`src/fcp_consts.svh`:
```
// Purpose: Named constants for the dual mode flash command port.
// Assumes: A 20 MHz system clock.
// Notes:   Included by every design file that needs a number.
`ifndef FCP_CONSTS_SVH
`define FCP_CONSTS_SVH
`define FCP_CLK_NS        50
`define FCP_PAGE_TRANSFER_TIME_NS      500000
`define FCP_T_PROG_NS     50000000
`define FCP_OP_BUF1_SER   8'hd4
`define FCP_OP_BUF2_SER   8'hd6
`define FCP_OP_BUF1_BYTE  8'h54
`define FCP_OP_BUF2_BYTE  8'h56
`define FCP_OP_ARRAY      8'he8
`define FCP_OP_PAGE       8'hd2
`define FCP_OP_STATUS     8'hd7
`define FCP_OP_ID         8'h9f
`define FCP_OP_XFR1       8'h53
`define FCP_OP_XFR2       8'h55
`define FCP_OP_CMP1       8'h60
`define FCP_OP_CMP2       8'h61
`define FCP_OP_PROG1      8'h83
`define FCP_OP_PROG2      8'h86
`define FCP_OP_FPROG1     8'h88
`define FCP_OP_FPROG2     8'h89
`define FCP_ADDR_BYTES    3'h4
`define FCP_DUMMY_BUF     3'h1
`define FCP_DUMMY_ARRAY   3'h4
`define FCP_BYTE_LAST     11'h41f
`define FCP_IDLE_BYTE     8'hff
`define FCP_PAGE_LSB      11
`define FCP_PAGE_MSB      24
`define FCP_SEC_LOW_MSB   10
`define FCP_SEC_SEL_LSB   5
`define FCP_ID_LAST       2'h3
`endif

```
`src/fcp_pkg.sv`:
```
// Purpose: Types shared by the command port modules.
// Assumes: Nothing beyond the constants header.
// Notes:   Holds types only.
package fcp_pkg;
   typedef enum logic [2:0] {ST_IDLE, ST_OPC, ST_ADDR, ST_DUMMY, ST_OUT, ST_IGNORE} fcp_state_t;
   typedef enum logic [3:0] {OP_BUF1, OP_BUF2, OP_ARRAY, OP_PAGE, OP_STAT, OP_ID,
                             OP_XFR, OP_PROG, OP_OTHER} fcp_op_t;
endpackage : fcp_pkg

```
`src/fcp_stream_if.sv`:
```
// Purpose: Byte stream with valid and ready between the port and its FIFO.
// Assumes: One clock for both ends.
// Notes:   A word moves when valid and ready are both high.
`timescale 1ns/10ps
interface fcp_stream_if #(parameter int W = 8);
   logic [W-1:0] data;
   logic         valid;
   logic         ready;
   modport src (output data, output valid, input ready);
   modport snk (input data, input valid, output ready);
endinterface : fcp_stream_if

```
`src/fcp_fifo.sv`:
```
// Purpose: Small synchronous FIFO on the read data path.
// Assumes: Depth is a power of two.
// Notes:   Flush empties it in one cycle.
`timescale 1ns/10ps
module fcp_fifo #(
   parameter int W = 8,
   parameter int D = 8
) (
   input  wire logic  i_clk,
   input  wire logic  i_rst_n,
   input  wire logic  i_flush,
   fcp_stream_if.snk  wr,
   fcp_stream_if.src  rd
);
   localparam int AW = $clog2(D);
   logic [W-1:0] mem [D];
   logic [AW-1:0] wp_r, wp_nxt, rp_r, rp_nxt;
   logic [AW:0]   cnt_r, cnt_nxt;
   logic          push, pop;

   assign wr.ready = (cnt_r != D[AW:0]);
   assign rd.valid = (cnt_r != '0);
   assign rd.data  = mem[rp_r];
   assign push     = wr.valid && wr.ready;
   assign pop      = rd.valid && rd.ready;

   always_comb begin
      wp_nxt  = push ? wp_r + 1'b1 : wp_r;
      rp_nxt  = pop ? rp_r + 1'b1 : rp_r;
      cnt_nxt = cnt_r + {{AW{1'b0}}, push} - {{AW{1'b0}}, pop};
      if (i_flush) begin
         wp_nxt  = '0;
         rp_nxt  = '0;
         cnt_nxt = '0;
      end
   end

   always_ff @(posedge i_clk) begin
      if (!i_rst_n) begin
         wp_r  <= '0;
         rp_r  <= '0;
         cnt_r <= '0;
      end else begin
         wp_r  <= wp_nxt;
         rp_r  <= rp_nxt;
         cnt_r <= cnt_nxt;
      end
   end

   always_ff @(posedge i_clk) begin
      if (push) begin
         mem[wp_r] <= wr.data;
      end
   end
endmodule : fcp_fifo

```
`src/fcp_cmd_port.sv`:
```
// Purpose: Command port of a serial or byte wide flash memory, device side.
// Assumes: Link clock, select and data pins are asynchronous and are synchronised.
// Notes:   Array and buffer data come from a memory port; the FIFO hides its latency.
//
// Contract
// - Frames start whether the link clock idles low or high at select fall.
// - Serial output bit changes after a falling edge, valid in the high phase.
// - Byte wide mode works with both clock idle levels.
// - Serial buffer read uses opcode D4 or D6, then address, one dummy byte, then data.
// - Byte wide buffer read uses 54 or 56; bus stays undriven until data.
// - Opcode 9F returns identification bytes without any address.
// - Opcode E8 reads continuously across pages from a start address.
// - Opcode D2 reads one main memory page directly, wrapping in the page.
// - Opcode D7 returns the status byte without any address.
// - Page bits 13..3 zero give sector 0, else top six bits plus one.
// - Page transfer or compare holds busy for at most 500 us.
// - Busy goes low within 150 ns after select rises on timed commands.
`timescale 1ns/10ps
`include "fcp_consts.svh"
module fcp_cmd_port import fcp_pkg::*; #(
   parameter int         XFR_CYCLES  = `FCP_PAGE_TRANSFER_TIME_NS / `FCP_CLK_NS,
   parameter int         PROG_CYCLES = `FCP_T_PROG_NS / `FCP_CLK_NS,
   parameter logic [7:0] ID_MAKER    = 8'h5a, // Arbitrary value.
   parameter logic [7:0] ID_PART1    = 8'h11, // Arbitrary value.
   parameter logic [7:0] ID_PART2    = 8'h22, // Arbitrary value.
   parameter logic [7:0] ID_EXTRA    = 8'h00,
   parameter logic [6:0] STATUS_LOW  = 7'h3c
) (
   input  wire logic        I_MCLK,
   input  wire logic        I_RESETN,
   input  wire logic        I_CS_N,
   input  wire logic        I_SCK,
   input  wire logic        I_SI,
   input  wire logic [7:0]  I_BUS,
   input  wire logic        I_IFSEL_BYTE,
   input  wire logic        I_MEM_ACK,
   input  wire logic [7:0]  I_MEM_DATA,
   output logic             O_SO,
   output logic             O_SO_OE,
   output logic [7:0]       O_BUS,
   output logic             O_BUS_OE,
   output logic             O_RDY_BUSY_N,
   output logic             O_MEM_REQ,
   output logic [1:0]       O_MEM_SRC,
   output logic [24:0]      O_MEM_ADDR,
   output logic [6:0]       O_SECTOR
);
   // ****************************************
   // Functions.
   // ****************************************
   function automatic fcp_op_t op_class(input logic [7:0] op, input logic byte_mode);
      fcp_op_t c;
      c = OP_OTHER;
      case (op)
         `FCP_OP_BUF1_SER:  c = byte_mode ? OP_OTHER : OP_BUF1;
         `FCP_OP_BUF2_SER:  c = byte_mode ? OP_OTHER : OP_BUF2;
         `FCP_OP_BUF1_BYTE: c = byte_mode ? OP_BUF1 : OP_OTHER;
         `FCP_OP_BUF2_BYTE: c = byte_mode ? OP_BUF2 : OP_OTHER;
         `FCP_OP_ARRAY:     c = OP_ARRAY;
         `FCP_OP_PAGE:      c = OP_PAGE;
         `FCP_OP_STATUS:    c = OP_STAT;
         `FCP_OP_ID:        c = OP_ID;
         `FCP_OP_XFR1, `FCP_OP_XFR2, `FCP_OP_CMP1, `FCP_OP_CMP2: c = OP_XFR;
         `FCP_OP_PROG1, `FCP_OP_PROG2, `FCP_OP_FPROG1, `FCP_OP_FPROG2: c = OP_PROG;
         default:           c = OP_OTHER;
      endcase
      return c;
   endfunction : op_class

   function automatic logic [6:0] sector_of(input logic [13:0] page);
      if (page[13:3] == 11'h000) begin
         return 7'h00;
      end
      return {1'b0, page[13:8]} + 7'h01;
   endfunction : sector_of

   // ****************************************
   // Pin synchronisers and edge detection.
   // ****************************************
   logic       cs_m, cs_s, cs_d, sck_m, sck_s, sck_d, si_m, si_s, ifs_m, ifs_s;
   logic [7:0] bus_m, bus_s;
   logic       cs_fall, cs_rise, rise, fall;

   always_ff @(posedge I_MCLK) begin
      if (!I_RESETN) begin
         {cs_m, cs_s, cs_d}    <= 3'h7;
         {sck_m, sck_s, sck_d} <= 3'h0;
         {si_m, si_s, ifs_m, ifs_s} <= 4'h0;
         bus_m <= 8'h00;
         bus_s <= 8'h00;
      end else begin
         cs_m  <= I_CS_N;
         cs_s  <= cs_m;
         cs_d  <= cs_s;
         sck_m <= I_SCK;
         sck_s <= sck_m;
         sck_d <= sck_s;
         si_m  <= I_SI;
         si_s  <= si_m;
         ifs_m <= I_IFSEL_BYTE;
         ifs_s <= ifs_m;
         bus_m <= I_BUS;
         bus_s <= bus_m;
      end
   end

   assign cs_fall = cs_d && !cs_s;
   assign cs_rise = !cs_d && cs_s;
   assign rise    = !cs_s && sck_s && !sck_d;
   assign fall    = !cs_s && !sck_s && sck_d;

   // ****************************************
   // Frame control.
   // ****************************************
   fcp_stream_if #(.W(8)) fill ();
   fcp_stream_if #(.W(8)) drain ();

   fcp_state_t  state_r, state_nxt;
   logic [7:0]  opc_r, opc_nxt, shift_r, shift_nxt, tx_r, tx_nxt, bus_r, bus_nxt, rx;
   logic [23:0] addr_r, addr_nxt;
   logic [24:0] full_addr, mem_addr_r, mem_addr_nxt;
   logic [2:0]  bit_r, bit_nxt, cnt_r, cnt_nxt, dummy;
   logic [1:0]  pend_r, pend_nxt, id_r, id_nxt;
   logic [23:0] busy_r, busy_nxt;
   logic [6:0]  sector_r, sector_nxt;
   logic        bmode_r, bmode_nxt, so_r, so_nxt, so_oe_r, so_oe_nxt, bus_oe_r, bus_oe_nxt;
   logic        unit_done, mem_op, out_unit;
   fcp_op_t     cls, cur;

   assign rx        = bmode_r ? bus_s : {shift_r[6:0], si_s};
   assign unit_done = rise && (bmode_r || bit_r == 3'h7);
   assign cls       = op_class(rx, bmode_r);
   assign cur       = op_class(opc_r, bmode_r);
   assign full_addr = {addr_r[16:0], rx};
   assign mem_op    = (cur == OP_BUF1) || (cur == OP_BUF2) ||
                      (cur == OP_ARRAY) || (cur == OP_PAGE);
   assign out_unit  = fall && state_r == ST_OUT && (bmode_r || bit_r == 3'h0);
   assign dummy     = (cur == OP_BUF1 || cur == OP_BUF2) ? `FCP_DUMMY_BUF : `FCP_DUMMY_ARRAY;

   always_comb begin
      state_nxt = state_r;  opc_nxt = opc_r;      shift_nxt = shift_r;  tx_nxt = tx_r;
      bus_nxt = bus_r;      addr_nxt = addr_r;    mem_addr_nxt = mem_addr_r;
      bit_nxt = bit_r;      cnt_nxt = cnt_r;      pend_nxt = pend_r;    id_nxt = id_r;
      sector_nxt = sector_r; bmode_nxt = bmode_r; so_nxt = so_r;
      so_oe_nxt = so_oe_r;  bus_oe_nxt = bus_oe_r;
      busy_nxt = (busy_r != 24'h0) ? busy_r - 24'h1 : busy_r;
      if (fill.valid && fill.ready && cur == OP_ID && id_r != `FCP_ID_LAST) begin
         id_nxt = id_r + 2'h1;
      end
      if (O_MEM_REQ && I_MEM_ACK) begin
         mem_addr_nxt = mem_addr_r + 25'h1;
         if (mem_addr_r[10:0] == `FCP_BYTE_LAST) begin
            mem_addr_nxt[10:0] = 11'h000;
            mem_addr_nxt[`FCP_PAGE_MSB:`FCP_PAGE_LSB] = mem_addr_r[`FCP_PAGE_MSB:`FCP_PAGE_LSB]
               + ((cur == OP_ARRAY) ? 14'h0001 : 14'h0000);
         end
      end
      if (cs_fall) begin
         state_nxt = ST_OPC;
         bmode_nxt = ifs_s;
         bit_nxt   = 3'h0;
         cnt_nxt   = 3'h0;
         pend_nxt  = 2'h0;
         id_nxt    = 2'h0;
      end else if (cs_rise) begin
         state_nxt  = ST_IDLE;
         so_oe_nxt  = 1'b0;
         bus_oe_nxt = 1'b0;
         if (pend_r == 2'h1) begin
            busy_nxt = XFR_CYCLES[23:0];
         end else if (pend_r == 2'h2) begin
            busy_nxt = PROG_CYCLES[23:0];
         end
      end else if (rise && state_r != ST_OUT && state_r != ST_IDLE) begin
         shift_nxt = rx;
         bit_nxt   = bit_r + 3'h1;
         if (unit_done) begin
            bit_nxt = 3'h0;
            case (state_r)
               ST_OPC: begin
                  opc_nxt   = rx;
                  cnt_nxt   = 3'h0;
                  state_nxt = (cls inside {OP_STAT, OP_ID}) ? ST_OUT : ST_ADDR;
                  pend_nxt  = (cls == OP_XFR) ? 2'h1 : (cls == OP_PROG) ? 2'h2 : 2'h0;
               end
               ST_ADDR: begin
                  addr_nxt = full_addr[23:0];
                  cnt_nxt  = cnt_r + 3'h1;
                  if (cnt_r == `FCP_ADDR_BYTES - 3'h1) begin
                     cnt_nxt      = 3'h0;
                     mem_addr_nxt = full_addr;
                     sector_nxt   = sector_of(full_addr[`FCP_PAGE_MSB:`FCP_PAGE_LSB]);
                     state_nxt    = mem_op ? ST_DUMMY : ST_IGNORE;
                  end
               end
               ST_DUMMY: begin
                  cnt_nxt = cnt_r + 3'h1;
                  if (cnt_r == dummy - 3'h1) begin
                     state_nxt = ST_OUT;
                  end
               end
               default: begin
                  state_nxt = state_r;
               end
            endcase
         end
      end else if (fall && state_r == ST_OUT) begin
         if (bmode_r) begin
            bus_nxt    = drain.valid ? drain.data : `FCP_IDLE_BYTE;
            bus_oe_nxt = 1'b1;
         end else begin
            bit_nxt   = bit_r + 3'h1;
            so_oe_nxt = 1'b1;
            if (bit_r == 3'h0) begin
               tx_nxt = drain.valid ? drain.data : `FCP_IDLE_BYTE;
               so_nxt = tx_nxt[7];
               tx_nxt = {tx_nxt[6:0], 1'b0};
            end else begin
               so_nxt = tx_r[7];
               tx_nxt = {tx_r[6:0], 1'b0};
            end
         end
      end
   end

   always_ff @(posedge I_MCLK) begin
      if (!I_RESETN) begin
         state_r <= ST_IDLE;  opc_r <= 8'h00;   shift_r <= 8'h00;   tx_r <= 8'h00;
         bus_r <= 8'h00;      addr_r <= 24'h0;  mem_addr_r <= 25'h0;
         bit_r <= 3'h0;       cnt_r <= 3'h0;    pend_r <= 2'h0;     id_r <= 2'h0;
         busy_r <= 24'h0;     sector_r <= 7'h00; bmode_r <= 1'b0;   so_r <= 1'b0;
         so_oe_r <= 1'b0;     bus_oe_r <= 1'b0;
      end else begin
         state_r <= state_nxt; opc_r <= opc_nxt; shift_r <= shift_nxt; tx_r <= tx_nxt;
         bus_r <= bus_nxt;     addr_r <= addr_nxt; mem_addr_r <= mem_addr_nxt;
         bit_r <= bit_nxt;     cnt_r <= cnt_nxt;  pend_r <= pend_nxt;  id_r <= id_nxt;
         busy_r <= busy_nxt;   sector_r <= sector_nxt; bmode_r <= bmode_nxt; so_r <= so_nxt;
         so_oe_r <= so_oe_nxt; bus_oe_r <= bus_oe_nxt;
      end
   end

   // ****************************************
   // Read data sources and FIFO.
   // ****************************************
   always_comb begin
      fill.valid = 1'b0;
      fill.data  = 8'h00;
      if (state_r == ST_OUT && !cs_s) begin
         case (cur)
            OP_STAT: begin
               fill.valid = 1'b1;
               fill.data  = {(busy_r == 24'h0), STATUS_LOW};
            end
            OP_ID: begin
               fill.valid = 1'b1;
               case (id_r)
                  2'h0:    fill.data = ID_MAKER;
                  2'h1:    fill.data = ID_PART1;
                  2'h2:    fill.data = ID_PART2;
                  default: fill.data = ID_EXTRA;
               endcase
            end
            default: begin
               fill.valid = mem_op && I_MEM_ACK;
               fill.data  = I_MEM_DATA;
            end
         endcase
      end
   end

   assign drain.ready = out_unit && !cs_rise;

   fcp_fifo #(.W(8), .D(8)) u_fifo (
      .i_clk   (I_MCLK),
      .i_rst_n (I_RESETN),
      .i_flush (cs_fall || cs_rise),
      .wr      (fill),
      .rd      (drain)
   );

   assign O_MEM_REQ    = state_r == ST_OUT && !cs_s && mem_op && fill.ready;
   assign O_MEM_SRC    = (cur == OP_BUF1) ? 2'h0 : (cur == OP_BUF2) ? 2'h1 : 2'h2;
   assign O_MEM_ADDR   = mem_addr_r;
   assign O_SECTOR     = sector_r;
   assign O_SO         = so_r;
   assign O_SO_OE      = so_oe_r;
   assign O_BUS        = bus_r;
   assign O_BUS_OE     = bus_oe_r;
   assign O_RDY_BUSY_N = (busy_r == 24'h0);
endmodule : fcp_cmd_port

```
`config.mk`:
```
export PLATFORM = sky130hd
export DESIGN_NAME = fcp_cmd_port
export DESIGN_NICKNAME = d
export VERILOG_FILES = /design/src/fcp_pkg.sv /design/src/fcp_stream_if.sv /design/src/fcp_fifo.sv /design/src/fcp_cmd_port.sv
export VERILOG_INCLUDE_DIRS = /design/src
export SDC_FILE = /design/constraint.sdc
export NUM_CORES = 1
export LEC_CHECK = 0
export CAP_MARGIN = 30
export CORE_MARGIN = 5
export CORE_UTILIZATION = 30
export CTS_CLUSTER_SIZE = 20
export DETAILED_ROUTE_END_ITERATION = 12
export DONT_BUFFER_PORTS = 1
export SYNTH_ARGS = -nofsm -noshare
export SYNTH_HDL_FRONTEND = slang
export SYNTH_SLANG_ARGS = --single-unit
```
`constraint.sdc`:
```
create_clock -name I_MCLK -period 6 [get_ports I_MCLK]
set_clock_uncertainty 0.15 [all_clocks]
set_input_delay 0 -clock I_MCLK [delete_from_list [all_inputs] [get_ports I_MCLK]]
set_output_delay 0 -clock I_MCLK [all_outputs]
set_load 0.05 [all_outputs]
```
Word level (Yosys, flattened, before mapping)
Memory sizes are Yosys's and may differ from the RTL's. A register that Yosys moved wholly into a read port is not among the register bits.
Cells that the tools add are included.
Widths: inputs -> output; s select.
{"block": "totals", "reg_bits": 157, "latchBits": 0, "ramBits": 64, "rom_bits": 0, "in_bits": 23, "output_inout_bits": 47, "word_cells": 253, "memories": 1}
{"block": "op_classes", "addsub": 12, "mul": 0, "div": 0, "magnitude_cmp": 0, "n_eq_ne": 63, "shifts": 0, "n_mux": 70, "n_bitwise": 5, "n_reduce_logical": 69}
{"name": "u_fifo.mem", "depth": 8, "width": 8, "rd": 1, "rd_clocked_by_memory_dff": 1, "write_ports": 1, "line_no": "fcp_fifo.sv:16", "rtl": "logic [W-1:0] mem [D];"}
{"operator": "$mux 25", "n": 8}
{"operator": "$eq 8x8->1 const B", "n": 20}
{"operator": "$mux 24", "n": 5}
{"operator": "$eq 8x7->1 const B", "n": 12}
{"operator": "$pmux 4 s10", "n": 2}
{"operator": "$mux 3", "n": 12}
{"operator": "$mux 8", "n": 4}
{"operator": "$reduce_and 5->1", "n": 6}
{"operator": "$add 25x1->25 const B", "n": 1}
{"operator": "$mux 1", "n": 25}
{"operator": "$eq 4x3->1 const B", "n": 6}
{"operator": "$logic_not 24->1", "n": 1}
{"operator": "$reduce_bool 24->1", "n": 1}
{"operator": "$sub 24x1->24 const B", "n": 1}
{"operator": "$logic_and 1x1->1", "n": 21}
{"operator": "$pmux 7 s3", "n": 1}
{"operator": "$pmux 3 s3", "n": 2}
{"operator": "$mux 4", "n": 4}
{"operator": "$pmux 8 s2", "n": 1}
{"operator": "$reduce_and 4->1", "n": 4}
{"operator": "$reduce_or 4->1", "n": 4}
{"operator": "$add 14x1->14", "n": 1}
{"operator": "$mux 7", "n": 2}
{"operator": "$add 3x1->3 const B", "n": 4}
{"operator": "other kinds (34)", "n": 71}

Depth between registers and ports, before layout
Gate-level depths: netlist of the first run.
{"block": "depth", "ltp_word": 17, "depth_mapped": 12, "ltp_nobuf": 12}

Hierarchy
A second synthesis of the first run with hierarchy kept.
{"block": "hier_totals", "cells_unflattened": 1014, "area_unflattened_um2": 10204.8}
{"mod": "fcp_cmd_port", "instances": 1, "cells_each": 838, "area_each_um2": 7045.5, "seq_area_each_um2": 2922.8}
{"mod": "fcp_fifo", "instances": 1, "cells_each": 176, "area_each_um2": 3159.3, "seq_area_each_um2": 2182.1}

Worst setup path after synthesis of the first run
No wires, ideal clock.
{"block": "synth_path", "kind": "reg-to-reg", "from": "register state_r[1]", "to": "register u_fifo.cnt_r[2]", "setup_time_ps": 124, "arrival_time_ps": 2923, "required_ps": 5726, "setup_slack_ps": 2803, "stages_incl_launch_ff": 13, "path_buffers": 2, "period_less_slack_ps": 3197, "cell_sequence": "dfxtp_1 buf_6 or4b_4 buf_2 or3b_2 nor4_1 ha_1 inv_1 ha_1 inv_1 fa_1 xor2_1 nor2_1"}
{"block": "synth_between", "elab_chain_len": 6, "elab_cells_between_ends": 10, "cone_classes": "add/sub (2); eq/ne (1); mux (1); reduce/logical (6)"}
{"element": "start: declaration", "line_no": "fcp_cmd_port.sv:118", "rtl": "fcp_state_t state_r, state_nxt;"}
{"element": "start signal: assignment", "line_no": "fcp_cmd_port.sv:234", "rtl": "state_r <= state_nxt; opc_r <= opc_nxt; shift_r <= shift_nxt; tx_r <= tx_nxt;"}
{"element": "$eq 3x3->1", "line_no": "fcp_cmd_port.sv:137", "rtl": "assign out_unit = fall && state_r == ST_OUT && (bmode_r || bit_r == 3'h0);"}
{"element": "$logic_and 1x1->1 (2 in a row)", "line_no": "fcp_cmd_port.sv:137"}
{"element": "$logic_and 1x1->1", "line_no": "fcp_cmd_port.sv:271", "rtl": "assign drain.ready = out_unit && !cs_rise;"}
{"element": "$logic_and 1x1->1", "line_no": "fcp_fifo.sv:25", "rtl": "assign pop = rd.valid && rd.ready;"}
{"element": "net u_fifo.pop", "line_no": "fcp_fifo.sv:19", "rtl": "logic push, pop;"}
{"element": "$sub 4x1->4", "line_no": "fcp_fifo.sv:30", "rtl": "cnt_nxt = cnt_r + {{AW{1'b0}}, push} - {{AW{1'b0}}, pop};"}
{"element": "end signal: assignment", "line_no": "fcp_fifo.sv:46", "rtl": "cnt_r <= cnt_nxt;"}
{"element": "end: declaration", "line_no": "fcp_fifo.sv:18", "rtl": "logic [AW:0] cnt_r, cnt_nxt;"}
The timed path passes the listed nets, and every way through them passes these cells.
A chain may end at the register's enable or synchronous reset.

Final worst setup path of the first run
{"block": "layout_path", "from": "register bmode_r", "to": "register mem_addr_r[21], in the netlist O_MEM_ADDR[21]"}
{"block": "layout_between", "elab_chain_len": 16, "elab_cells_between_ends": 27, "cone_classes": "add/sub (1); eq/ne (3); mux (14); reduce/logical (9)"}
{"element": "start: declaration", "line_no": "fcp_cmd_port.sv:126", "rtl": "logic bmode_r, bmode_nxt, so_r, so_nxt, so_oe_r, so_oe_nxt, bus_oe_r, bus_oe_nxt;"}
{"element": "start signal: assignment", "line_no": "fcp_cmd_port.sv:237", "rtl": "busy_r <= busy_nxt; sector_r <= sector_nxt; bmode_r <= bmode_nxt; so_r <= so_nxt;"}
{"element": "branches (longest 15 deep; another with $add 14x1->14)"}
{"element": "$mux 25 (*)", "line_no": "fcp_cmd_port.sv:158", "rtl": "if (cs_fall) begin"}
{"element": "end signal: assignment", "line_no": "fcp_cmd_port.sv:235", "rtl": "bus_r <= bus_nxt; addr_r <= addr_nxt; mem_addr_r <= mem_addr_nxt;"}
{"element": "end: declaration", "line_no": "fcp_cmd_port.sv:121", "rtl": "logic [24:0] full_addr, mem_addr_r, mem_addr_nxt;"}
Mark *: on every way between the ends.

==> metrics.md, run 1 <==
| Metric | Value |
|---|---|
| RSZ-0062 raised after global routing | `no` |
| Actual transition at the worst max-transition pin | `between 900 and 1000 ps` |
| Maximum number of pins on one net before global-route repair | `68` |
| Sinks on the clock net | `approximately 220` |
| Post-synth EDFFs | `between 60 and 70` |
| Clock Latency Late Sink | `roughly 500 ps` |
| Commonest non-fill, non-tap cells in the layout | `sky130_fd_sc_hd__dfxtp_1 (159), sky130_fd_sc_hd__nor2_1 (138), sky130_fd_sc_hd__a21oi_1 (66), sky130_fd_sc_hd__nand2_1 (66), sky130_fd_sc_hd__edfxtp_1 (64)` |
| Post-route clock period utilization | `0.586` |
| Clock slew at reported path FFs | `approximately 60 ps` |
| Number of synthesized register bits | `223` |
| H-tree depth reported by CTS | `1` |
| Share of final-layout standard cells stronger than drive strength 1 | `0.0861` |
| Detailed-router iteration count before antenna repair | `5` |
| Core region area | `about 0.033 mm^2` |
| Syn Area/Cell | `around 10 um^2` |
| Drt wl/cell | `~16 um` |
| Chip height | `about 190 um` |
| Post-synth design cell area | `roughly 0.010 mm^2` |
| Clock network power share | `0.415` |
| Number of fill cells in the layout | `3418` |
| Count of placed standard cells in the final layout, fillers left out | `between 1000 and 1500` |
| Hold Path Class | `in2reg` |
| CTS Buffer Depth | `3` |
| Worst Slack Setup Final | `between 2000 and 2500 ps` |
| Number of cells upsized or downsized after cts | `0` |
| Number of setup violations in the final report | `0` |
| CP Data Required Time | `6280 ps` |
| Global-route wire length before repair | `around 38000 um` |
| Cell type with the highest aggregate area in the netlist | `sky130_fd_sc_hd__dfxtp_1` |
| Total negative slack | `0 ps` |
| Synthesized instance count | `around 1000` |
| Final min period | `~3500 ps` |
| Via count of the first global-routing pass | `roughly 6900` |
| Sw Pwr | `approximately 0.89 mW` |
| Overall power after layout | `around 3.6 mW` |
| Instance count after placement with tap cells included | `~1400` |
| Layout overhead on the synthesized area | `15.9%` |
| Initial Utilization | `0.302` |
| Endpoint kind of the worst setup timing path | `register` |
| CP arrival | `around 3800 ps` |
| Final antenna diode count | `0` |
| Primary flip-flop cell chosen by synthesis mapping | `sky130_fd_sc_hd__dfxtp_1` |
| Hold violation total from the final report | `0` |
| Ports placed on the boundary | `70` |
| Final number of max-transition violations | `0` |
| Share of the yosys chip area belonging to registers | `0.507` |
| Number of nets with antenna violations after routing | `0` |
| Commonest non-fill, non-tap cell in the layout | `sky130_fd_sc_hd__dfxtp_1` |
| Post-Route WL | `~24000 um` |
| TritonCTS clock tree | `done` |
| Root buf cell | `sky130_fd_sc_hd__clkbuf_16` |
| DRC marker count from the first detailed-route iteration | `489` |
| Startpoint class of the critical path | `register` |
| Total of warnings raised by yosys | `0` |
| Internal power consumption | `~2.7 mW` |
| Core Util, Final | `0.350` |
| Post-DP HPWL | `between 15000 and 20000 um` |
| Crit path kind | `reg2reg` |
| Share of flip-flops with an asynchronous set or reset after synthesis | `0` |
| Final nets | `around 1100` |
| Vias after detailed routing | `~7300` |
| Share of the synthesized area in the top cell type | `0.316` |
| Die ar. | `around 0.037 mm^2` |
| Count of distinct cell types in the synthesized netlist | `68` |
| Relative contribution of combinational cells to total power | `0.125` |
| Sequential power share | `0.460` |
| Critical Path Fanout Max | `23` |
| Placement-stage worst setup slack | `approximately 2500 ps` |
| Initial antenna violation count | `1` |
| Switching Share | `0.246` |
| Leakage dissipation | `between 3 and 4 nW` |
| Areal power density over the cells | `310 mW/mm^2` |
| Syn_nets | `around 1000` |
| Number of buffer cells added on primary ports | `0` |
| Floorplan row count | `67` |
| Floorplan die width | `193 um` |
| Worst VDD drop | `0.000204 V` |
| Max-cap viol count | `0` |
| Number of remaining DRC errors | `0` |
| Via/cell ratio | `4.90` |
| Outcome | `complete, no violations` |
| Total routing resource utilization after global routing | `0.122` |
| Overall overflow remaining after global route | `0` |
| Ranking of synthesized cells by area | `sky130_fd_sc_hd__dfxtp_1 (32%), sky130_fd_sc_hd__edfxtp_1 (19%), sky130_fd_sc_hd__nor2_1 (5.1%), sky130_fd_sc_hd__xnor2_1 (3.9%), sky130_fd_sc_hd__mux2i_1 (3.8%)` |
| Peak clock frequency supported by timing | `roughly 0.28 GHz` |
| Relative slew slack | `0.362` |
| Final estimated routing congestion in global placement | `0.810` |
| Total CTS buffers | `22` |
-- per-layer routing --
| layer | track usage | part of all wire | vias to the layer above |
|---|---|---|---|
| li1 | - | - | 3627 |
| met1 | 0.175 | 0.48 | 3484 |
| met2 | 0.193 | 0.46 | 134 |
| met3 | 0.0250 | 0.050 | 22 |
| met4 | 0.0205 | 0.013 | 2 |
| met5 | 0 | 0.00055 | - |
-- path summary, 6_finish.rpt --
check	startpoint	to	slack, ps	cells past startpoint
max	bmode_r	O_MEM_ADDR[21]	2480	5
min	I_MEM_ACK	u_fifo.wp_r[2]	50	5
max reg2reg	bmode_r	O_MEM_ADDR[21]	2480	5
min reg2reg	bus_m[6]	bus_s[6]	280	1
-- logic make-up after synthesis --
group | Yosys count | synth area share
adder cells (fa/ha/maj) | 29 | 0.0368
multiplexers | 59 | 0.0791
AO/OA/AOI/OAI | 154 | 0.0920
buffers and inverters | 72 | 0.0297
AND/OR/NAND/NOR | 403 | 0.206
flip-flops | 223 | 0.507
XOR/XNOR | 57 | 0.0496
-- repair_timing --
item / CTS / global route
endpoints found under the hold margin: 214 / 0
setup buffers: 0 / 0
hold buffers: 35 / 0
-- sequential cells by signal (all words and copies together), names as in the netlist, 4 cells and up, named ones only --
| name | count |
|---|---|
| O_MEM_ADDR | 25 |
| addr_r | 17 |
| opc_r | 8 |
| bus_s | 8 |
| u_fifo.cnt_r | 4 |
| tx_r | 7 |
| shift_r | 7 |
| busy_r | 24 |
| O_SECTOR | 7 |
| bus_m | 8 |
| O_BUS | 8 |
| u_fifo.mem | 64 |
-- synth_stat cells (all sizes together), types with 5 or more instances --
cell / number
edfxtp: 64
mux4: 16
nor4: 35
nand4: 7
xor2: 12
nor2b: 11
and2: 26
dfxtp: 159
mux2i: 38
o22ai: 5
inv: 25
nor2: 139
a211oi: 14
a31oi: 9
a21oi: 68
nand2: 66
or4: 6
nand3: 31
nor3: 20
o21ai: 31
and3: 7
clkbuf: 33
or3: 6
nor4b: 5
ha: 28
buf: 13
mux2: 5
xnor2: 45
nand2b: 14
-- layout make-up --
class | instances | area [um^2] | area share
Clock buffer | 27 | 599 | 0.0513
Clock inverter | 12 | 196 | 0.0168
Inverter | 26 | 97.6 | 0.00836
Multi-Input combinational cell | 702 | 4690 | 0.402
Sequential cell | 223 | 5100 | 0.437
Tap cell | 448 | 561 | 0.0480
Timing Repair Buffer | 44 | 425 | 0.0364
-- metrics by stage --
stage / instance area [um^2] / hold WS (ps)
final: 11700 / 50.6
after global routing: 11700 / 80.4
after CTS: 11700 / 33.0
after detailed placement: 10500 / -67.7
after global placement: 10500 / -72.2
after floorplan: 10100 / -48.5
-- worst max-delay path: stages, from the launching register on --
cell	delay, ps
sky130_fd_sc_hd__dfxtp_1	930
sky130_fd_sc_hd__o211ai_1	430
sky130_fd_sc_hd__or4_1	950
sky130_fd_sc_hd__nor2_1	730
sky130_fd_sc_hd__nand2_1	150
sky130_fd_sc_hd__o21ai_0	100
-- power groups by stage --
stage	clock, mW	sequential, mW	combinational (mW)
final	1.50	1.66	0.452
after global routing	1.60	1.67	0.517
after global placement	0	1.69	0.423
after detailed placement	0	1.70	0.429
after CTS	1.53	1.66	0.456
after floorplan	0	1.68	0.367
Note: power is estimated with default switching activity, not from simulation.
==> inputs of run 2 (changes only) <==
==> constraint.sdc (replaced) <==
create_clock -name I_MCLK -period 3.6 [get_ports I_MCLK]
set_clock_uncertainty 0.15 [all_clocks]
set_input_delay 0 -clock I_MCLK [delete_from_list [all_inputs] [get_ports I_MCLK]]
set_output_delay 0 -clock I_MCLK [all_outputs]
set_load 0.05 [all_outputs]
==> run 2 against run 1 <==
Die area unchanged. Power up 70%. Register-to-register slack worse by 2100 ps. Final cell count up 2.2%. Non-clock buffer count up 25. Hold slack worse by 31 ps. Critical path depth up 5. Combinational power up 70%. Clock power up 74%. First-iteration DRC count up 7.0%.
==> metrics.md, run 2 (synthesis gave the netlist of run 1 again) <==
| Metric | Value |
|---|---|
| Post-DP HPWL | `17000 um` |
| Actual transition at the worst max-transition pin | `approximately 830 ps` |
| Flip-flop count of the largest register after layout | `64` |
| CTS Buffer Depth | `3` |
| Chip height | `slightly below 200 um` |
| Drt wl/cell | `16.0 um` |
| Buffers and inverters on the worst path | `2` |
| Max-cap viol count | `0` |
| Post-Route WL | `24200 um` |
| Ports placed on the boundary | `70` |
| Sinks on the clock net | `223` |
| Floorplan die width | `slightly below 200 um` |
| Number of setup violations in the final report | `0` |
| Final nets | `1099` |
| Endpoint kind of the worst setup timing path | `register` |
| Final estimated routing congestion in global placement | `about 0.82` |
| Initial Utilization | `0.302` |
| Peak clock frequency supported by timing | `a little over 0.3 GHz` |
| Setup bufs post-CTS | `0` |
| Total negative slack | `0 ps` |
| Via count of the first global-routing pass | `around 7000` |
| H-tree depth reported by CTS | `1` |
| Maximum number of pins on one net before global-route repair | `44` |
| RSZ-0062 raised after global routing | `no` |
| Total CTS buffers | `25` |
| CP arrival | `between 3000 and 4000 ps` |
| Worst VDD drop | `approximately 0.00036 V` |
| Leakage dissipation | `4.12 nW` |
| DRC marker count from the first detailed-route iteration | `523` |
| Top delay family on crit path | `simple AND/OR/NAND/NOR gates` |
| Detailed-router iteration count before antenna repair | `5` |
| Register containing the most flip-flops in the final layout | `u_fifo.mem` |
| Worst Slack Setup Final | `390 ps` |
| Outcome | `complete, no violations` |
| Core Util, Final | `0.357` |
| Hold Path Class | `in2reg` |
| Series of cell instances along the critical path | `or4b_4 > or3b_2 > nor4_1 > ha_1 > inv_1 > ha_1 > inv_1 > fa_1 > xor2_1 > nor2_1` |
| Critical Path Fanout Max | `11` |
| Sw Pwr | `between 1.5 and 2 mW` |
| Register Area | `~0.0051 mm^2` |
| Number of fill cells in the layout | `3415` |
| Layout overhead on the synthesized area | `18.3%` |
| TritonCTS clock tree | `done` |
| Startpoint class of the critical path | `register` |
| Commonest non-fill, non-tap cell in the layout | `sky130_fd_sc_hd__dfxtp_1` |
| Sequential power share | `0.451` |
| Placement-stage worst setup slack | `390 ps` |
| Clock slew at reported path FFs | `roughly 60 ps` |
| Vias after detailed routing | `7502` |
| Relative contribution of combinational cells to total power | `0.125` |
| Overall overflow remaining after global route | `0` |
| Share of final-layout standard cells stronger than drive strength 1 | `0.106` |
| Multi-input logic area | `0.00468 mm^2` |
| Number of buffer cells added on primary ports | `0` |
| Final number of max-transition violations | `0` |
| Internal power consumption | `4.61 mW` |
| Core region area | `about 0.033 mm^2` |
| Global-route wire length before repair | `approximately 40000 um` |
| Relative slew slack | `0.434` |
| Clock Latency Late Sink | `around 540 ps` |
| Number of remaining DRC errors | `0` |
| Commonest non-fill, non-tap cells in the layout | `sky130_fd_sc_hd__dfxtp_1 (159), sky130_fd_sc_hd__nor2_1 (138), sky130_fd_sc_hd__a21oi_1 (66), sky130_fd_sc_hd__nand2_1 (66), sky130_fd_sc_hd__edfxtp_1 (64)` |
| Hold violation total from the final report | `0` |
| Via/cell ratio | `around 5.0` |
| Critical Path Slowest Stage Cell | `sky130_fd_sc_hd__or4b_4` |
| Die ar. | `approximately 0.037 mm^2` |
| Final min period | `between 3000 and 4000 ps` |
| Total routing resource utilization after global routing | `0.124` |
| Clock network power share | `0.425` |
| Root buf cell | `sky130_fd_sc_hd__clkbuf_16` |
| Number of nets with antenna violations after routing | `0` |
| Crit path kind | `reg2reg` |
| CP max stage delay | `~570 ps` |
| Post-route clock period utilization | `0.892` |
| Floorplan row count | `67` |
| Switching Share | `0.250` |
| Initial antenna violation count | `1` |
| Areal power density over the cells | `between 500 and 600 mW/mm^2` |
| CP Data Required Time | `approximately 3900 ps` |
## run 2: changes by cell type in the layout (fill, tap and decap cells not counted), sizes merged
cell and delta:
bufinv -3, buf +26, clkinvlp -3, diode +1, clkinv -2, inv +2
dlygate4sd3 -1, clkbuf +12
## run 2: worst paths after layout
kind	startpoint	to	slack, ps	depth (start not counted)
worst min-delay path	I_BUS[2]	bus_m[2]	20	2
worst min register to register	bus_m[0]	bus_s[0]	280	1
worst max register to register	state_r[0]	u_fifo.cnt_r[2]	390	10
worst max-delay path	state_r[0]	u_fifo.cnt_r[2]	390	10
## run 2: cell type report
| type | instances | share of cell area |
|---|---|---|
| clock buffers | 39 | 0.0637 |
| inverters | 26 | 0.00819 |
| repair buffers | 69 | 0.0515 |
| flip-flops and latches | 223 | 0.428 |
| well taps | 448 | 0.0470 |
| clock inverters | 6 | 0.00830 |
| diodes | 1 | 0.000210 |
| multi-input cells | 702 | 0.393 |
## run 2: power by group through the flow
| stage | combinational (mW) | clock, mW | sequential, mW |
|---|---|---|---|
| finish | 0.767 | 2.61 | 2.77 |
| global route | 0.864 | 2.79 | 2.79 |
| CTS | 0.769 | 2.68 | 2.77 |
| detailed placement | 0.724 | 0 | 2.82 |
| global placement | 0.711 | 0 | 2.82 |
| floorplan | 0.611 | 0 | 2.80 |
## run 2: per-layer routing
layer / routed length (um) / GRT usage / up-vias / part of all wire
met1: 11400 / 0.175 / 3596 / 0.47
li1: - / - / 3688 / -
met5: 0 / 0 / - / 0
met4: 514 / 0.0309 / 0 / 0.021
met2: 10800 / 0.193 / 176 / 0.45
met3: 1400 / 0.0297 / 42 / 0.058
## run 2: repair_timing
action | in CTS | in global routing
hold buffers | 34 | 0
hold endpoints to repair | 186 | 0
resized for setup | 0 | 0
## run 2: through the flow
stage / hold slack, ps / area [um^2] / power, mW / std cells
floorplan: -48.5 / 10100 / 3.41 / 997
global placement: -68.8 / 10700 / 3.53 / 1434
detailed placement: -67.8 / 10700 / 3.55 / 1434
CTS: 4.22 / 11900 / 6.23 / 1513
global route: 32.2 / 11900 / 6.44 / 1513
finish: 19.2 / 11900 / 6.15 / 1514
==> inputs of run 3 (changes only) <==
==> constraint.sdc (replaced) <==
create_clock -name I_MCLK -period 3.05 [get_ports I_MCLK]
set_clock_uncertainty 0.15 [all_clocks]
set_input_delay 0 -clock I_MCLK [delete_from_list [all_inputs] [get_ports I_MCLK]]
set_output_delay 0 -clock I_MCLK [all_outputs]
set_load 0.05 [all_outputs]
==> run 3 against run 2 <==
Via count up 0.52%. Setup slack worse by 230 ps. Hold slack worse by 11 ps. Clock-buffer cell count down 10. Non-clock buffer count up 27. Power up 17%. Sequential share of layout area down 0.73 points. Largest cell class unchanged.
==> metrics.md, run 3 (synthesis gave the netlist of run 1 again) <==
| Metric | Value |
|---|---|
| Outcome | `complete, no violations` |
| Die ar. | `~0.037 mm^2` |
| CP arrival | `about 3100 ps` |
| Number of setup violations in the final report | `0` |
| Detailed-router iteration count before antenna repair | `4` |
| Register Area | `about 0.0051 mm^2` |
| Vias after detailed routing | `approximately 7500` |
| Via/cell ratio | `roughly 4.9` |
| Post-Route WL | `24100 um` |
| Initial Utilization | `0.302` |
| Clock Latency Late Sink | `between 500 and 600 ps` |
| Startpoint class of the critical path | `register` |
| Post-route cell area | `between 0.01 and 0.015 mm^2` |
| H-tree depth reported by CTS | `1` |
| Max-cap viol count | `0` |
| Area post-placement | `roughly 0.011 mm^2` |
| Sinks on the clock net | `223` |
| Number of buffer cells added on primary ports | `0` |
| Core region area | `approximately 0.033 mm^2` |
| Total routing resource utilization after global routing | `0.125` |
| Total negative slack | `0 ps` |
| Instance count after placement with tap cells included | `between 1000 and 1500` |
| Actual transition at the worst max-transition pin | `~880 ps` |
| Post-DP HPWL | `about 17000 um` |
| Areal power density over the cells | `between 500 and 600 mW/mm^2` |
| Register containing the most flip-flops in the final layout | `u_fifo.mem` |
| Final antenna diode count | `0` |
| Overall overflow remaining after global route | `0` |
| Post-route clock period utilization | `0.948` |
| Critical Path Fanout Max | `2` |
| Commonest non-fill, non-tap cell in the layout | `sky130_fd_sc_hd__dfxtp_1` |
| Commonest non-fill, non-tap cells in the layout | `sky130_fd_sc_hd__dfxtp_1 (159), sky130_fd_sc_hd__nor2_1 (138), sky130_fd_sc_hd__a21oi_1 (66), sky130_fd_sc_hd__nand2_1 (66), sky130_fd_sc_hd__edfxtp_1 (64)` |
| Total CTS buffers | `25` |
| Clock network power share | `0.420` |
| Root buf cell | `sky130_fd_sc_hd__clkbuf_16` |
| Final estimated routing congestion in global placement | `0.828` |
| Switching Share | `0.255` |
| Sequential power share | `0.454` |
| Floorplan die width | `about 190 um` |
| Number of remaining DRC errors | `0` |
| Relative contribution of combinational cells to total power | `0.127` |
| Ports placed on the boundary | `70` |
| Clock slew at reported path FFs | `about 60 ps` |
| Hold violation total from the final report | `0` |
| Crit path kind | `reg2reg` |
| Final nets | `between 1000 and 1500` |
| Via count of the first global-routing pass | `7251` |
| Relative slew slack | `0.396` |
| Multi-input logic area | `0.00471 mm^2` |
| Endpoint kind of the worst setup timing path | `register` |
| Number of fill cells in the layout | `roughly 3400` |
| Count of placed standard cells in the final layout, fillers left out | `about 1500` |
| Leakage dissipation | `approximately 4.3 nW` |
| Chip height | `193 um` |
| Final number of max-transition violations | `0` |
| RSZ-0062 raised after global routing | `no` |
| Sw Pwr | `roughly 1.8 mW` |
| Floorplan row count | `67` |
| Maximum number of pins on one net before global-route repair | `44` |
| Number of nets with antenna violations after routing | `0` |
| Share of final-layout standard cells stronger than drive strength 1 | `0.133` |
| Layout overhead on the synthesized area | `20.3%` |
| Peak clock frequency supported by timing | `around 0.35 GHz` |
| DRC marker count from the first detailed-route iteration | `446` |
| Hold Path Class | `in2reg` |
| Final min period | `2890 ps` |
| Global-route wire length before repair | `39300 um` |
| CTS Buffer Depth | `3` |
| Initial antenna violation count | `0` |
| Worst VDD drop | `0.000391 V` |
| TritonCTS clock tree | `done` |
| Flip-flop count of the largest register after layout | `64` |
| CP Data Required Time | `approximately 3300 ps` |
| Internal power consumption | `~5.4 mW` |
| Drt wl/cell | `around 16 um` |
## run 3: repair_timing
item | 4_1_cts | 5_1_grt
endpoints found under the setup margin | 0 | 5
buffers inserted | 0 | 1
hold endpoints to repair | 190 | 0
hold buffers | 34 | 0
resized for setup | 0 | 3
## run 3: cell type report
type,instances,share of cell area
clock buffers,29,0.0545
clock inverters,17,0.0141
inverters,26,0.00805
multi-input cells,702,0.389
flip-flops and latches,223,0.421
well taps,448,0.0462
repair buffers,96,0.0673
## run 3: path summary, 6_finish.rpt
path,start,end,slack [ps],cells after the start
setup reg to reg,state_r[0],u_fifo.cnt_r[2],160,10
hold reg to reg,bus_m[6],bus_s[6],280,1
setup / recovery,state_r[0],u_fifo.cnt_r[2],160,10
hold / removal,I_MEM_ACK,id_r[1],8,6
## run 3: metrics by stage
step                      hold WS, ps  worst slack (ps)  total power [mW]   util
after floorplan                 -48.5              7.37              4.03      -
after global placement          -67.9               165              4.19  0.327
after detailed placement        -68.3               112              4.21  0.327
after CTS                        5.74              93.0              7.31  0.362
after global routing             52.0              20.5              7.57  0.363
final                            7.92               158              7.22  0.363
## run 3: critical path: stages, from the launching register on
cell and delay, ps:
sky130_fd_sc_hd__dfxtp_1 310, sky130_fd_sc_hd__or4b_4 530, sky130_fd_sc_hd__or3b_4 400, sky130_fd_sc_hd__nor4_4 260, sky130_fd_sc_hd__ha_1 260, sky130_fd_sc_hd__inv_1 60, sky130_fd_sc_hd__ha_1 160, sky130_fd_sc_hd__inv_1 60
sky130_fd_sc_hd__fa_1 380, sky130_fd_sc_hd__xor2_1 150, sky130_fd_sc_hd__nor2_1 50
## run 3: metal layers
layer  vias to the layer above  part of all wire  track usage
met5                         -                 0            0
met4                         0             0.020       0.0288
met3                        35             0.049       0.0242
met2                       163              0.46        0.202
met1                      3610              0.47        0.175
li1                       3733                 -            -
## run 3: power by group through the flow
stage | Combinational [mW] | Sequential (mW) | Clock, mW
floorplan | 0.722 | 3.31 | 0
global placement | 0.859 | 3.33 | 0
detailed placement | 0.874 | 3.34 | 0
CTS | 0.924 | 3.27 | 3.11
global route | 1.05 | 3.29 | 3.23
finish | 0.913 | 3.27 | 3.03
